**config.mk**
```make
export PLATFORM = sky130hd
export DESIGN_NAME = ccd_readout_timing_sequencer
export DESIGN_NICKNAME = d
export VERILOG_FILES = /design/src/ccd_seq_pkg.sv /design/src/sample_fifo.sv /design/src/ccd_readout_timing_sequencer.sv
export SDC_FILE = /design/constraint.sdc
export NUM_CORES = 1
export LEC_CHECK = 0
export ABC_CLOCK_PERIOD_IN_PS = 5500
export BUFFER_PORTS_ARGS = -buffer_cell sky130_fd_sc_hd__buf_2
export CELL_PAD_IN_SITES_DETAIL_PLACEMENT = 0
export CELL_PAD_IN_SITES_GLOBAL_PLACEMENT = 2
export CORE_MARGIN = 3
export CORE_UTILIZATION = 24
export CTS_BUF_LIST = sky130_fd_sc_hd__clkbuf_16
export DETAILED_ROUTE_END_ITERATION = 12
export PLACE_DENSITY_LB_ADDON = 0.25
export SLEW_MARGIN = 20
export SYNTH_ARGS = -nofsm -noshare
export SYNTH_HDL_FRONTEND = slang
export SYNTH_HIERARCHICAL = 1
export SYNTH_SLANG_ARGS = --single-unit
```
**constraint.sdc**
```tcl
create_clock -name clock -period 5.5 [get_ports clock]
set_input_delay 0.55 -clock clock [delete_from_list [all_inputs] [get_ports clock]]
set_output_delay 0.55 -clock clock [all_outputs]
set_load 0.005 [all_outputs]
```
**src/ccd_seq_pkg.sv**
```systemverilog
// Constants and types shared by the readout sequencer, its monitor and its bench
package ccd_seq_pkg;

  // ----------------------------------------------------------------
  // Clock and timing
  // ----------------------------------------------------------------
  localparam int CLOCK_HZ = 20000000;
  localparam int CLOCK_NS = 50;
  // Interval A, nominal 500 ns (0.50 us), within 460..500 ns
  localparam int VA_NS = 500;
  localparam int VA_CYC = VA_NS / CLOCK_NS;
  // Interval B, nominal 1300 ns (1.30 us), within 460..7500 ns
  localparam int VB_NS = 1300;
  localparam int VB_CYC = VB_NS / CLOCK_NS;
  // Photodiode transfer pulse, nominal 1500 ns (1.5 us), within 1..5 us
  localparam int PD_NS = 1500;
  localparam int PD_CYC = PD_NS / CLOCK_NS;
  // Amplifier settle time after power up or flush, in ns
  localparam int SETTLE_NS = 10000;
  localparam int SETTLE_CYC = SETTLE_NS / CLOCK_NS;

  // ----------------------------------------------------------------
  // Row timing, in horizontal cycles; row counts and mult delays in rows
  // ----------------------------------------------------------------
  localparam logic [11:0] CLAMP_START = 12'h003;
  localparam logic [11:0] CLAMP_LEN = 12'h01c;
  localparam logic [11:0] FG_FIRST = 12'h022;
  localparam logic [11:0] OUT_FIRST = 12'h044;
  localparam logic [11:0] OUT_LAST = 12'h40c;
  localparam logic [11:0] FG_LAST = OUT_LAST - FG_FIRST;
  localparam logic [11:0] ROW_CYC_MULTI = 12'h40c;
  localparam logic [11:0] ROW_CYC_SINGLE = 12'h818;
  localparam logic [10:0] ROWS_SINGLE = 11'h464;
  localparam logic [10:0] ROWS_MULTI = 11'h232;
  localparam logic [1:0] MULT_DELAY_SINGLE = 2'h1;
  localparam logic [1:0] MULT_DELAY_MULTI = 2'h2;

  // ----------------------------------------------------------------
  // Types
  // ----------------------------------------------------------------
  typedef enum logic [1:0] {
    MODE_SINGLE,
    MODE_DUAL,
    MODE_QUAD
  } out_mode_t;

  typedef enum logic [3:0] {
    ST_IDLE,
    ST_POWER_UP,
    ST_FLUSH,
    ST_SHUTTER,
    ST_EXPOSE,
    ST_FRAME,
    ST_LINE_A,
    ST_LINE_B,
    ST_ROW,
    ST_LONG_DOWN
  } seq_state_t;

endpackage : ccd_seq_pkg

```
**src/sample_fifo.sv**
```systemverilog
// Synchronous valid/ready FIFO for captured pixel samples
`timescale 1ns/100ps
module sample_fifo #(
  parameter int WIDTH = 16,
  parameter int DEPTH = 32
) (
  input wire logic clock,
  input wire logic rst,
  input wire logic in_valid,
  output logic in_ready,
  input wire logic [WIDTH-1:0] in_data,
  output logic out_valid,
  input wire logic out_ready,
  output logic [WIDTH-1:0] out_data
);
  localparam int AW = $clog2(DEPTH);

  logic [WIDTH-1:0] mem [DEPTH];
  logic [AW:0] wr_q;
  logic [AW:0] rd_q;
  wire logic full = (wr_q[AW] != rd_q[AW]) && (wr_q[AW-1:0] == rd_q[AW-1:0]);
  wire logic empty = (wr_q == rd_q);
  wire logic push = in_valid && !full;
  wire logic pop = out_ready && !empty;

  assign in_ready = !full;
  assign out_valid = !empty;
  assign out_data = mem[rd_q[AW-1:0]];

  always_ff @(posedge clock) begin
    if (push) begin
      mem[wr_q[AW-1:0]] <= in_data;
    end
  end

  always_ff @(posedge clock or posedge rst) begin
    if (rst) begin
      wr_q <= '0;
      rd_q <= '0;
    end else begin
      if (push) begin
        wr_q <= wr_q + 1'b1;
      end
      if (pop) begin
        rd_q <= rd_q + 1'b1;
      end
    end
  end
endmodule : sample_fifo

```
**src/ccd_readout_timing_sequencer.sv**
```systemverilog
// Frame, row and pixel timing sequencer for a four-quadrant multiplying CCD
// How it works
// - Floating-gate output carries first active pixel 34 cycles into row.
// - Normal or multiplied output gets first pixel at 68; switch picks which.
// - Dual/quad multiplied pixel: same row cycle, two rows later.
// - Single-mode multiplied pixel: same row cycle, one row later.
// - Last pixel at output cycle 1036, floating gate 34 cycles earlier.
`timescale 1ns/100ps
module ccd_readout_timing_sequencer
  import ccd_seq_pkg::*;
#(
  parameter int SAMPLE_W = 16,
  parameter int FIFO_DEPTH = 32,
  parameter int SETTLE_CYCLES = SETTLE_CYC,
  parameter int SHUTTER_CYCLES = PD_CYC
) (
  input wire logic clock,
  input wire logic rst,
  input wire logic start,
  input wire logic [1:0] mode,
  input wire logic shutter_enable,
  input wire logic long_exposure,
  input wire logic [15:0] exposure_line_count,
  input wire logic route_to_mult,
  input wire logic [SAMPLE_W-1:0] substrate_reference_out,
  input wire logic [SAMPLE_W-1:0] pixel_sample,
  input wire logic pixel_ready,
  output logic [SAMPLE_W-1:0] pixel_data,
  output logic pixel_valid,
  output logic busy,
  output logic clamp,
  output logic fg_pixel_valid,
  output logic normal_pixel_valid,
  output logic mult_pixel_valid,
  output logic first_storage_phase,
  output logic second_storage_phase,
  output logic [3:0] first_barrier_phase,
  output logic [3:0] second_barrier_phase,
  output logic [1:0] cd_storage_high,
  output logic route_switch_normal,
  output logic route_switch_multiplied,
  output logic last_gate_phase,
  output logic extra_gate_phase,
  output logic mult_first_storage_phase,
  output logic mult_first_barrier_phase,
  output logic mult_second_storage_phase,
  output logic mult_second_barrier_phase,
  output logic [3:0] vertical_phase,
  output logic photodiode_transfer,
  output logic shutter_pulse,
  output logic first_amp_power,
  output logic shared_supply_full,
  output logic mult_flush_level,
  output logic [SAMPLE_W-1:0] substrate_hold
);

  // ----------------------------------------------------------------
  // Decode
  // ----------------------------------------------------------------
  seq_state_t st_q, st_d;
  out_mode_t mode_q;
  logic [11:0] hcnt_q;
  logic [10:0] row_q;
  logic [15:0] tim_q;
  logic [15:0] exp_q;
  logic hph_q;
  logic [2:0] mrow_q;
  logic woke_q;

  wire logic single = (mode_q == MODE_SINGLE);
  wire logic quad = (mode_q == MODE_QUAD);
  wire logic [11:0] row_len = single ? ROW_CYC_SINGLE : ROW_CYC_MULTI;
  wire logic [10:0] rows = single ? ROWS_SINGLE : ROWS_MULTI;
  wire logic [1:0] mdly = single ? MULT_DELAY_SINGLE : MULT_DELAY_MULTI;
  wire logic row_end = (hcnt_q == row_len - 12'h001);
  wire logic vert = (st_q == ST_FRAME) || (st_q == ST_LINE_A)
    || (st_q == ST_LINE_B) || (st_q == ST_SHUTTER);
  wire logic in_row = (st_q == ST_ROW);
  wire logic [11:0] hpos = hcnt_q + 12'h001;
  // every in-row event below decodes from hpos
  wire logic clamp_d = in_row && (hpos >= CLAMP_START)
    && (hpos < CLAMP_START + CLAMP_LEN);
  wire logic fg_d = in_row && (hpos > FG_FIRST) && (hpos <= FG_LAST);
  wire logic out_win = in_row && (hpos > OUT_FIRST)
    && (hpos <= OUT_LAST);
  // Multiplied path lags by mdly whole rows, same cycle within the row
  wire logic mult_live = (mrow_q >= {1'b0, mdly});
  wire logic [15:0] settle = 16'(SETTLE_CYCLES);
  wire logic tim_done = (tim_q == 16'h0000);
  wire logic fifo_in_ready;
  wire logic fifo_out_valid;
  wire logic [SAMPLE_W-1:0] fifo_out_data;
  wire logic stall = in_row && fg_d && !fifo_in_ready;

  // ----------------------------------------------------------------
  // Sequence control
  // ----------------------------------------------------------------
  always_comb begin
    st_d = st_q;
    case (st_q)
      ST_IDLE: begin
        if (start) begin
          st_d = ST_POWER_UP;
        end
      end
      ST_POWER_UP: begin
        if (tim_done) begin
          st_d = ST_FLUSH;
        end
      end
      ST_FLUSH: begin
        if (tim_done) begin
          // Back from a long exposure the readout follows the flush
          st_d = (shutter_enable && !woke_q) ? ST_SHUTTER : ST_FRAME;
        end
      end
      ST_SHUTTER: begin
        if (tim_done) begin
          st_d = long_exposure ? ST_LONG_DOWN : ST_EXPOSE;
        end
      end
      ST_LONG_DOWN: begin
        if (exp_q == 16'h0000 && tim_done) begin
          st_d = ST_POWER_UP;
        end
      end
      ST_EXPOSE: begin
        if (exp_q == 16'h0000) begin
          st_d = ST_FRAME;
        end
      end
      ST_FRAME: begin
        if (tim_done) begin
          st_d = ST_LINE_A;
        end
      end
      ST_LINE_A: begin
        if (tim_done) begin
          st_d = ST_LINE_B;
        end
      end
      ST_LINE_B: begin
        if (tim_done) begin
          st_d = ST_ROW;
        end
      end
      ST_ROW: begin
        if (row_end && !stall) begin
          st_d = (row_q == rows - 11'h001) ? ST_IDLE : ST_LINE_A;
        end
      end
      default: begin
        st_d = ST_IDLE;
      end
    endcase
  end

  // Load value for the phase timer on entry to each state
  wire logic [15:0] tim_load =
      (st_d == ST_FRAME) ? 16'(PD_CYC - 1)
    : (st_d == ST_LINE_A) ? 16'(VA_CYC - 1)
    : (st_d == ST_LINE_B) ? 16'(VB_CYC - 1)
    : (st_d == ST_SHUTTER) ? 16'(SHUTTER_CYCLES - 1)
    : settle - 16'h0001;
  wire logic entering = (st_d != st_q);

  always_ff @(posedge clock or posedge rst) begin
    if (rst) begin
      st_q <= ST_IDLE;
      mode_q <= MODE_SINGLE;
      tim_q <= 16'h0000;
      exp_q <= 16'h0000;
      hcnt_q <= 12'h000;
      row_q <= 11'h000;
      hph_q <= 1'b0;
      mrow_q <= 3'h0;
      woke_q <= 1'b0;
    end else begin
      st_q <= st_d;
      if (st_q == ST_LONG_DOWN) begin
        woke_q <= 1'b1;
      end
      if (st_q == ST_IDLE && start) begin
        mode_q <= (mode == 2'h2) ? MODE_QUAD
          : (mode == 2'h1) ? MODE_DUAL : MODE_SINGLE;
        exp_q <= exposure_line_count;
        row_q <= 11'h000;
        mrow_q <= 3'h0;
        woke_q <= 1'b0;
      end
      if (entering) begin
        tim_q <= tim_load;
      end else if (!tim_done) begin
        tim_q <= tim_q - 16'h0001;
      end
      // Exposure counts clock cycles once the settle timer has expired while integrating
      if ((st_q == ST_EXPOSE || st_q == ST_LONG_DOWN) && tim_done
          && exp_q != 16'h0000) begin
        exp_q <= exp_q - 16'h0001;
      end
      if (in_row && !stall) begin
        hph_q <= ~hph_q;
        hcnt_q <= row_end ? 12'h000 : hcnt_q + 12'h001;
        if (row_end) begin
          row_q <= row_q + 11'h001;
          if (mrow_q != 3'h7) begin
            mrow_q <= mrow_q + 3'h1;
          end
        end
      end else if (!in_row) begin
        hcnt_q <= 12'h000;
        hph_q <= 1'b0;
      end
    end
  end

  // ----------------------------------------------------------------
  // Clock phases and supplies
  // ----------------------------------------------------------------
  wire logic h1 = vert ? 1'b1 : hph_q;
  wire logic h2 = vert ? 1'b0 : ~hph_q & in_row;
  // b swaps barriers in single; c,d static high unless quad
  wire logic [3:0] b1_d = {quad ? h1 : 1'b1, quad ? h1 : 1'b1,
    single ? h2 : h1, h1};
  wire logic [3:0] b2_d = {quad ? h2 : 1'b1, quad ? h2 : 1'b1,
    single ? h1 : h2, h2};
  wire logic sw_d = in_row && out_win;
  wire logic low_pwr = (st_q == ST_LONG_DOWN);

  always_ff @(posedge clock or posedge rst) begin
    if (rst) begin
      clamp <= 1'b0;
      fg_pixel_valid <= 1'b0;
      normal_pixel_valid <= 1'b0;
      mult_pixel_valid <= 1'b0;
      first_storage_phase <= 1'b1;
      second_storage_phase <= 1'b0;
      first_barrier_phase <= 4'h0;
      second_barrier_phase <= 4'h0;
      cd_storage_high <= 2'h3;
      route_switch_normal <= 1'b0;
      route_switch_multiplied <= 1'b0;
      last_gate_phase <= 1'b0;
      extra_gate_phase <= 1'b0;
      mult_first_storage_phase <= 1'b1;
      mult_first_barrier_phase <= 1'b1;
      mult_second_storage_phase <= 1'b0;
      mult_second_barrier_phase <= 1'b0;
      vertical_phase <= 4'h0;
      photodiode_transfer <= 1'b0;
      shutter_pulse <= 1'b0;
      first_amp_power <= 1'b0;
      shared_supply_full <= 1'b0;
      mult_flush_level <= 1'b1;
      substrate_hold <= '0;
      busy <= 1'b0;
    end else begin
      busy <= (st_q != ST_IDLE);
      clamp <= clamp_d;
      fg_pixel_valid <= fg_d;
      normal_pixel_valid <= out_win && !route_to_mult;
      mult_pixel_valid <= out_win && route_to_mult && mult_live;
      first_storage_phase <= h1;
      second_storage_phase <= h2;
      first_barrier_phase <= b1_d;
      second_barrier_phase <= b2_d;
      cd_storage_high <= quad ? {h1, h1} : 2'h3;
      route_switch_normal <= sw_d && !route_to_mult;
      route_switch_multiplied <= sw_d && route_to_mult;
      last_gate_phase <= h2;
      extra_gate_phase <= h2;
      mult_first_storage_phase <= vert ? 1'b1 : h1;
      mult_first_barrier_phase <= vert ? 1'b1 : h1;
      mult_second_storage_phase <= h2;
      mult_second_barrier_phase <= h2;
      vertical_phase <= (st_q == ST_LINE_A) ? (quad ? 4'h5 : 4'h3)
        : (st_q == ST_LINE_B) ? (quad ? 4'ha : 4'h6)
        : (st_q == ST_FRAME) ? (quad ? 4'hf : 4'h7) : 4'h0;
      photodiode_transfer <= (st_q == ST_FRAME);
      shutter_pulse <= (st_q == ST_SHUTTER);
      first_amp_power <= !low_pwr && (st_q != ST_IDLE);
      shared_supply_full <= !low_pwr;
      mult_flush_level <= (st_q == ST_FLUSH) || (st_q == ST_POWER_UP)
        || (st_q == ST_IDLE);
      if (st_q == ST_SHUTTER && st_d == ST_LONG_DOWN) begin
        substrate_hold <= substrate_reference_out;
      end
    end
  end

  // ----------------------------------------------------------------
  // Sample buffering
  // ----------------------------------------------------------------
  sample_fifo #(
    .WIDTH(SAMPLE_W),
    .DEPTH(FIFO_DEPTH)
  ) u_fifo (
    .clock(clock),
    .rst(rst),
    .in_valid(fg_d),
    .in_ready(fifo_in_ready),
    .in_data(pixel_sample),
    .out_valid(fifo_out_valid),
    .out_ready(pixel_ready || !pixel_valid),
    .out_data(fifo_out_data)
  );

  always_ff @(posedge clock or posedge rst) begin
    if (rst) begin
      pixel_valid <= 1'b0;
      pixel_data <= '0;
    end else if (pixel_ready || !pixel_valid) begin
      pixel_valid <= fifo_out_valid;
      pixel_data <= fifo_out_data;
    end
  end

endmodule : ccd_readout_timing_sequencer

```
==> results.md, run 1 <==
* Outcome: finished, final reports clean
* Multi-input combinational cell area at around 7800 um^2
* CTS root buf: clkbuf_16
* Metal2 WL at 36900 um
* Area growth syn-to-layout at 17.2%
* Residual DRC at 0
* Post-DP Area at 29400 um^2
* H-Tree Depth at 3
* Utilization after layout at between 20 and 30%
* RSZ-0062 raised after global routing: false
* FF+latch count, synth at 647
* Minimum clock period at about 4700 ps
* Post-CTS Hold Buffers at 0
* Share of cells above drive strength 1 at approximately 17%
* Critical Path Start Type: flip-flop
* Die Wd at between 300 and 400 um
* Max Used Layer: met4
* Slew @ Worst Pin at 1070 ps
* Reg2reg end: u_fifo/mem[20][15]
* Fin Setup TNS at 0 ps
* Pint at approximately 8.6 mW
* Nets@finish at about 2000
* Top cells by count, synth: edfxtp_1 (512), mux2i_1 (268), dfrtp_1 (132), a22oi_1 (115), nand2_1 (101)
* Hold Fails Final Rpt at 0
* Reg area at 18800 um^2
* Total wire length at slightly below 80000 um
* Setup Fix Bufs, Post-CTS at 0
* Clk Latency, worst-skew pair at around 640 ps
* Port Buf Inserts at ~120
* DR vias at approximately 16000
* Area leader, netlist: edfxtp_1
* Cell area after layout at ~32000 um^2
* Met3 routed wirelength at around 3600 um
* Sequential area share after synthesis at between 60% and 70%
* Most frequent cell after synthesis: edfxtp_1
* Full die area at around 120000 um^2
* Reg-to-reg slack, setup at 790 ps
* Core ar. at about 110000 um^2
* Top FF cell, synth: edfxtp_1
* Largest net degree at the start of global routing at 91
* Max Freq at around 210 MHz
* Post-Syn Nets at 1920
* Rel. slew slack at 28.8%
* Clock power frac at around 42%
* Crit end category: flip-flop
* Peak VDD IR at between 0.2 and 0.25 mV
* Hpwl dp at approximately 50000 um
* Filler Cells Inserted at 11300
* Leak at 10.4 nW
* GR Overflow Total at 0
* Library cells used by synthesis at 80
* Post-CTS sizing at 0
* Post-synth ARST share at a little over a fifth
* Setup violators final at 0
* Worst-path fanout max at 16
* Area contributors post-synth: edfxtp_1 (57%), dfrtp_1 (12%), mux2i_1 (9.9%)
* Fin cells at about 3500
* DP Cell Count at 3379
* Comb pwr share at under 10%
* Synth warn at 6
* Worst Path Arrival at 4970 ps
* DRT antenna net count at 0
* Sw frac at ~25%
* IO Pins at around 120
* Crit share post-route at 85.7%
* Reg2reg path depth at 10
* DR pass1 iterations at 8
* Final setup margin at roughly 790 ps
* Final hold slack at ~26 ps
* Post-Syn Area at 27100 um^2
* Max_cap viols at 0
* Via density at approximately 4.6
* Hold crit path type: in2async
* Met1 Wirelength at between 30000 and 40000 um
* Total CTS buffers at 77
* Setup Slack @ Placement at 799 ps
* WP data required at around 5800 ps
* GP Congestion at 0.820
* Row cnt at 122
* Max Root-Sink Buffers at 3
* WS Path Type: reg2reg
* Sequential Power Share at approximately half
* Cells after Synth at 1848
* Reg2reg start: hcnt_q[1]
* Die H at 342 um
* Antenna violations before repair at 1
* Net Sw Power at approximately 2.8 mW
* Routed len/inst at approximately 22 um
* Iteration-0 DRC Markers at between 1000 and 1500
* Pwr dens at approximately 360 nW/um^2
* Starting Density at about a quarter
* Synth top area share at a little under three fifths
* Fin Clk Skew at a little over 30 ps
* Clock sinks at roughly 650
* Total Routing Usage GR at 13.2%
* Global-route wire length before repair at ~110000 um
* Total power at 11.4 mW
* Number of flops mapped to enable cells by yosys at ~510
* Post-Syn Area per Cell at between 10 and 15 um^2
* CTS tree: done
* Vias in the first global route at around 16000
* Clock edge transition at the registers on the reported setup and hold paths at ~60 ps
* Final Max Tran Viols at 0
## worst max path at each step
stage / start / endpoint / cells past startpoint
4_1_cts: hcnt_q[1] / u_fifo/mem[20][9] / 10
3_3_place_gp: hcnt_q[1] / u_fifo/mem[0][10] / 10
6_report: hcnt_q[1] / u_fifo/mem[20][15] / 10
5_1_grt: hcnt_q[1] / u_fifo/mem[20][1] / 10
2_1_floorplan: rst / busy / 1
3_5_place_dp: hcnt_q[1] / u_fifo/mem[20][7] / 10
## cell usage in the layout, fill, tap and decap left out, types with 8 or more instances in the layout
cell / n
ha_1: 15
nand4_1: 25
dfrtp_1: 131
mux2_2: 27
o21ai_0: 38
xnor2_1: 24
or3_1: 9
a32o_1: 8
nor2b_1: 9
inv_1: 43
o211ai_1: 9
a31oi_1: 8
and3_1: 12
nor4_1: 9
nor2_1: 82
nand2_1: 101
buf_4: 31
a22oi_1: 115
mux2i_1: 268
a21oi_1: 37
nor3_1: 19
clkbuf_16: 78
nor2_2: 15
nand3_1: 99
xor2_1: 11
clkinv_1: 13
edfxtp_1: 512
and2_1: 8
mux2_4: 10
buf_2: 123
clkinv_2: 15
## registers in the layout, indices dropped and copies added (netlist names), 6 cells and up
| register | cells |
|---|---|
| u_fifo/mem | 512 |
| tim_q | 16 |
| substrate_hold | 16 |
| u_fifo/rd_q | 6 |
| exp_q | 16 |
| hcnt_q | 12 |
| row_q | 11 |
| u_fifo/wr_q | 6 |
| pixel_data | 16 |
## logic make-up after synthesis
logic type	synth area share (%)
buf+inv	2.48
flops	69.1
mux	11.6
compound gates	6.76
simple gates	8.16
fa+ha+maj	0.692
xor+xnor	1.13
## per-layer routing
metal	GRT usage, %	vias to the layer above
met5	0	-
met1	18.0	8278
li1	-	7358
met2	21.3	387
met3	2.57	103
met4	3.66	0
## power groups by stage
stage                     sequential, mW  combinational [mW]  clock, mW
after floorplan                     5.70               0.614          0
after global placement              5.76               0.914          0
after detailed placement            5.76               0.920          0
after CTS                           5.67               0.923       5.00
after global routing                5.70                1.03       5.21
final                               5.67               0.895       4.82
## critical path: stages, from the launching register on
cell,delay (ps)
dfrtp_1,610
ha_1,560
and3_1,390
mux2i_1,220
a2bb2oi_1,290
o41a_1,210
o32ai_1,100
nor2_1,220
o31a_1,520
nand2_2,380
nor2_2,820
## layout make-up
type	instances	share of cell area, %
repair buffers	156	2.79
diodes	2	0.0157
clock inverters	62	1.44
multi-input cells	1061	24.4
flip-flops and latches	647	59.0
clock buffers	78	6.14
inverters	27	0.334
well taps	1488	5.85
No activity file was read; power rests on OpenSTA's default activity.
==> run 2, diff against run 1 <==
--- a/config.mk
+++ b/config.mk
@@ -13,7 +13,7 @@
 export CORE_UTILIZATION = 24
 export CTS_BUF_LIST = sky130_fd_sc_hd__clkbuf_16
 export DETAILED_ROUTE_END_ITERATION = 12
-export PLACE_DENSITY_LB_ADDON = 0.25
+export PLACE_DENSITY = 0.56
 export SLEW_MARGIN = 20
 export SYNTH_ARGS = -nofsm -noshare
 export SYNTH_HDL_FRONTEND = slang
==> run 2 against run 1 <==
Via count hardly changed. Sequential power is essentially flat. Non-clock buffer count grew 14. Critical path type unchanged.
==> results.md, run 2 (synthesized netlist as in run 1, its figures left out) <==
* Outcome: finished, final reports clean (unchanged)
* DP Cell Count at 3392 (was 3379)
* Critical Path Start Type: flip-flop (unchanged)
* IO Pins at 124 (unchanged)
* WP data required at 5750 ps (about the same)
* Commonest non-fill, non-tap cell in the layout: edfxtp_1 (unchanged)
* Clock edge transition at the registers on the reported setup and hold paths at 60 ps (about the same)
* Nets@finish at 2055 (was 2042)
* Vias in the first global route at 16000 (about the same)
* Peak VDD IR at 0.220 mV (was 0.243 mV)
* Share of cells above drive strength 1 at 16.7% (was 17.1%)
* Crit-path max cell delay at 800 ps (was 820 ps)
* RSZ-0062 raised after global routing: false (unchanged)
* Global-route wire length before repair at 111000 um (was 113000 um)
* Clock sinks at 647 (unchanged)
* Reg2reg path depth at 10 (unchanged)
* GP Congestion at 0.787 (was 0.820)
* Met3 GRT Util at 2.42% (was 2.57%)
* DRT antenna net count at 0 (unchanged)
* CP Depth at 10 (unchanged)
* Leak at 10.5 nW (was 10.4 nW)
* Commonest non-fill, non-tap cells in the layout: edfxtp_1 (512), mux2i_1 (268), dfrtp_1 (131) (unchanged)
* Fin Setup TNS at 0 ps (unchanged)
* Routed len/inst at 21.7 um (was 22.3 um)
* CP top delay family: simple AND/OR/NAND/NOR gates (unchanged)
* Crit share post-route at 85.7% (about the same)
* CTS root buf: clkbuf_16 (unchanged)
* H-Tree Depth at 3 (unchanged)
* Minimum clock period at 4710 ps (about the same)
* Residual DRC at 0 (unchanged)
* Final setup margin at 787 ps (was 785 ps)
* Post-DP Area at 29500 um^2 (was 29400 um^2)
* Fin cells at 3533 (was 3521)
* DR pass1 iterations at 5 (was 8)
* Slew @ Worst Pin at 1000 ps (was 1070 ps)
* Clk Latency, worst-skew pair at 650 ps (was 640 ps)
* Pwr dens at 355 nW/um^2 (was 358 nW/um^2)
* CTS tree: done (unchanged)
* Final hold slack at 141 ps (was 26.0 ps)
* Slowest-stage cell, CP: nor2_2 (unchanged)
* Reg-to-reg slack, setup at 790 ps (about the same)
* Reg2reg start: hcnt_q[1] (unchanged)
* Hold Startpoint: exposure_line_count[13]
* Starting Density at 24.3% (unchanged)
* Most used routing layer: met2 (unchanged)
* Die Wd at 342 um (unchanged)
* Port Buf Inserts at 123 (unchanged)
* Reg area at 18800 um^2 (unchanged)
* Max Freq at 212 MHz (about the same)
* Total CTS buffers at 76 (was 77)
* Fin Clk Skew at 48.7 ps (was 31.2 ps)
* Area growth syn-to-layout at 17.5% (was 17.2%)
* Hold Path End: exp_q[13]
* Antenna violations before repair at 2 (was 1)
* Full die area at 117000 um^2 (unchanged)
* Cell area after layout at 31900 um^2 (was 31800 um^2)
* Final Max Tran Viols at 0 (unchanged)
* Rel. slew slack at 33.0% (was 28.8%)
* GR Overflow Total at 0 (unchanged)
* Setup violators final at 0 (unchanged)
* Row cnt at 122 (unchanged)
* Hold path depth at 3
* Largest net degree at the start of global routing at 96 (was 91)
* Die H at 342 um (unchanged)
* Filler Cells Inserted at 11200 (was 11300)
* Hpwl dp at 48400 um (was 50100 um)
* Via density at 4.56 (was 4.58)
* Hold Fails Final Rpt at 0 (unchanged)
* Iteration-0 DRC Markers at 1229 (was 1058)
* Total Routing Usage GR at 12.9% (was 13.2%)
* Crit end category: flip-flop (unchanged)
* WS Path Type: reg2reg (unchanged)
* Worst Path Arrival at 4970 ps (about the same)
* Utilization after layout at 28.6% (was 28.5%)
* Number of buffers and inverters on the critical path at 0 (unchanged)
* Total wire length at 76700 um (was 78500 um)
* Multi-input combinational cell area at 7750 um^2 (was 7770 um^2)
* Reg2reg end: u_fifo/mem[1][6] (was u_fifo/mem[20][15])
* Core ar. at 111000 um^2 (unchanged)
* Total power at 11.3 mW (was 11.4 mW)
* Worst-path fanout max at 16 (unchanged)
* Setup Slack @ Placement at 811 ps (was 799 ps)
* Max FFs per register at 512 (unchanged)
* Diode count at 0 (was 2)
* CP cell instances: ha_1, and3_1, mux2i_1, a2bb2oi_1, o41a_1, o32ai_1, nor2_1, o31a_1, nand2_2, nor2_2 (unchanged)
* Grt met1 use at 18.2% (was 18.0%)
* Met2 usage at 20.3% (was 21.3%)
* Max_cap viols at 0 (unchanged)
* Hold crit path type: in2reg (was in2async)
* DR vias at 16100 (about the same)
* Max Root-Sink Buffers at 3 (unchanged)
run 2: changes by cell type in the layout (fill, tap and decap cells not counted), sizes merged:
cell         change
clkinv          -12
buf             +13
clkbuf           -2
inv             +17
diode            -2
dlygate4sd3      +1
clkinvlp         -3
run 2: layout make-up:
cell class / count / share of cell area, %
Timing Repair Buffer: 170 / 3.16
Inverter: 27 / 0.334
Clock inverter: 64 / 1.51
Sequential cell: 647 / 58.9
Multi-Input combinational cell: 1061 / 24.3
Clock buffer: 76 / 5.97
Tap cell: 1488 / 5.84
run 2: where the power goes:
| group | total (mW) | switching [mW] | internal [mW] |
|---|---|---|---|
| logic | 0.893 | 0.554 | 0.339 |
| clock network | 4.77 | 2.05 | 2.73 |
| registers | 5.66 | 0.183 | 5.48 |
run 2: what timing repair did:
action	CTS	global route
hold buffers	1	0
buffers inserted	0	0
gates resized for setup	0	0
hold endpoints to repair	12	0
run 2: how the worst max path moves through the flow:
stage,startpoint,to,slack [ps]
5_1_grt,hcnt_q[1],u_fifo/mem[1][8],510
2_1_floorplan,rst,busy,1680
4_1_cts,hcnt_q[1],u_fifo/mem[1][6],830
3_3_place_gp,hcnt_q[1],u_fifo/mem[1][3],920
6_report,hcnt_q[1],u_fifo/mem[1][6],790
3_5_place_dp,hcnt_q[1],u_fifo/mem[1][15],810
run 2: worst register-to-register path, delay by kind of cell, from the launching register on:
kind                       cells  cell delay, ps
muxes                          1             220
and+or+nand+nor                4            1850
AOI/OAI and AO/OA              4            1140
DFF                            1             600
adders and majority gates      1             540
run 2: per-layer routing:
metal	up-vias	share of wire (%)	wire, um
li1	7364	-	-
met1	8170	47	35700
met2	485	46	35100
met3	106	5.6	4260
met4	2	2.0	1530
met5	-	0.017	13
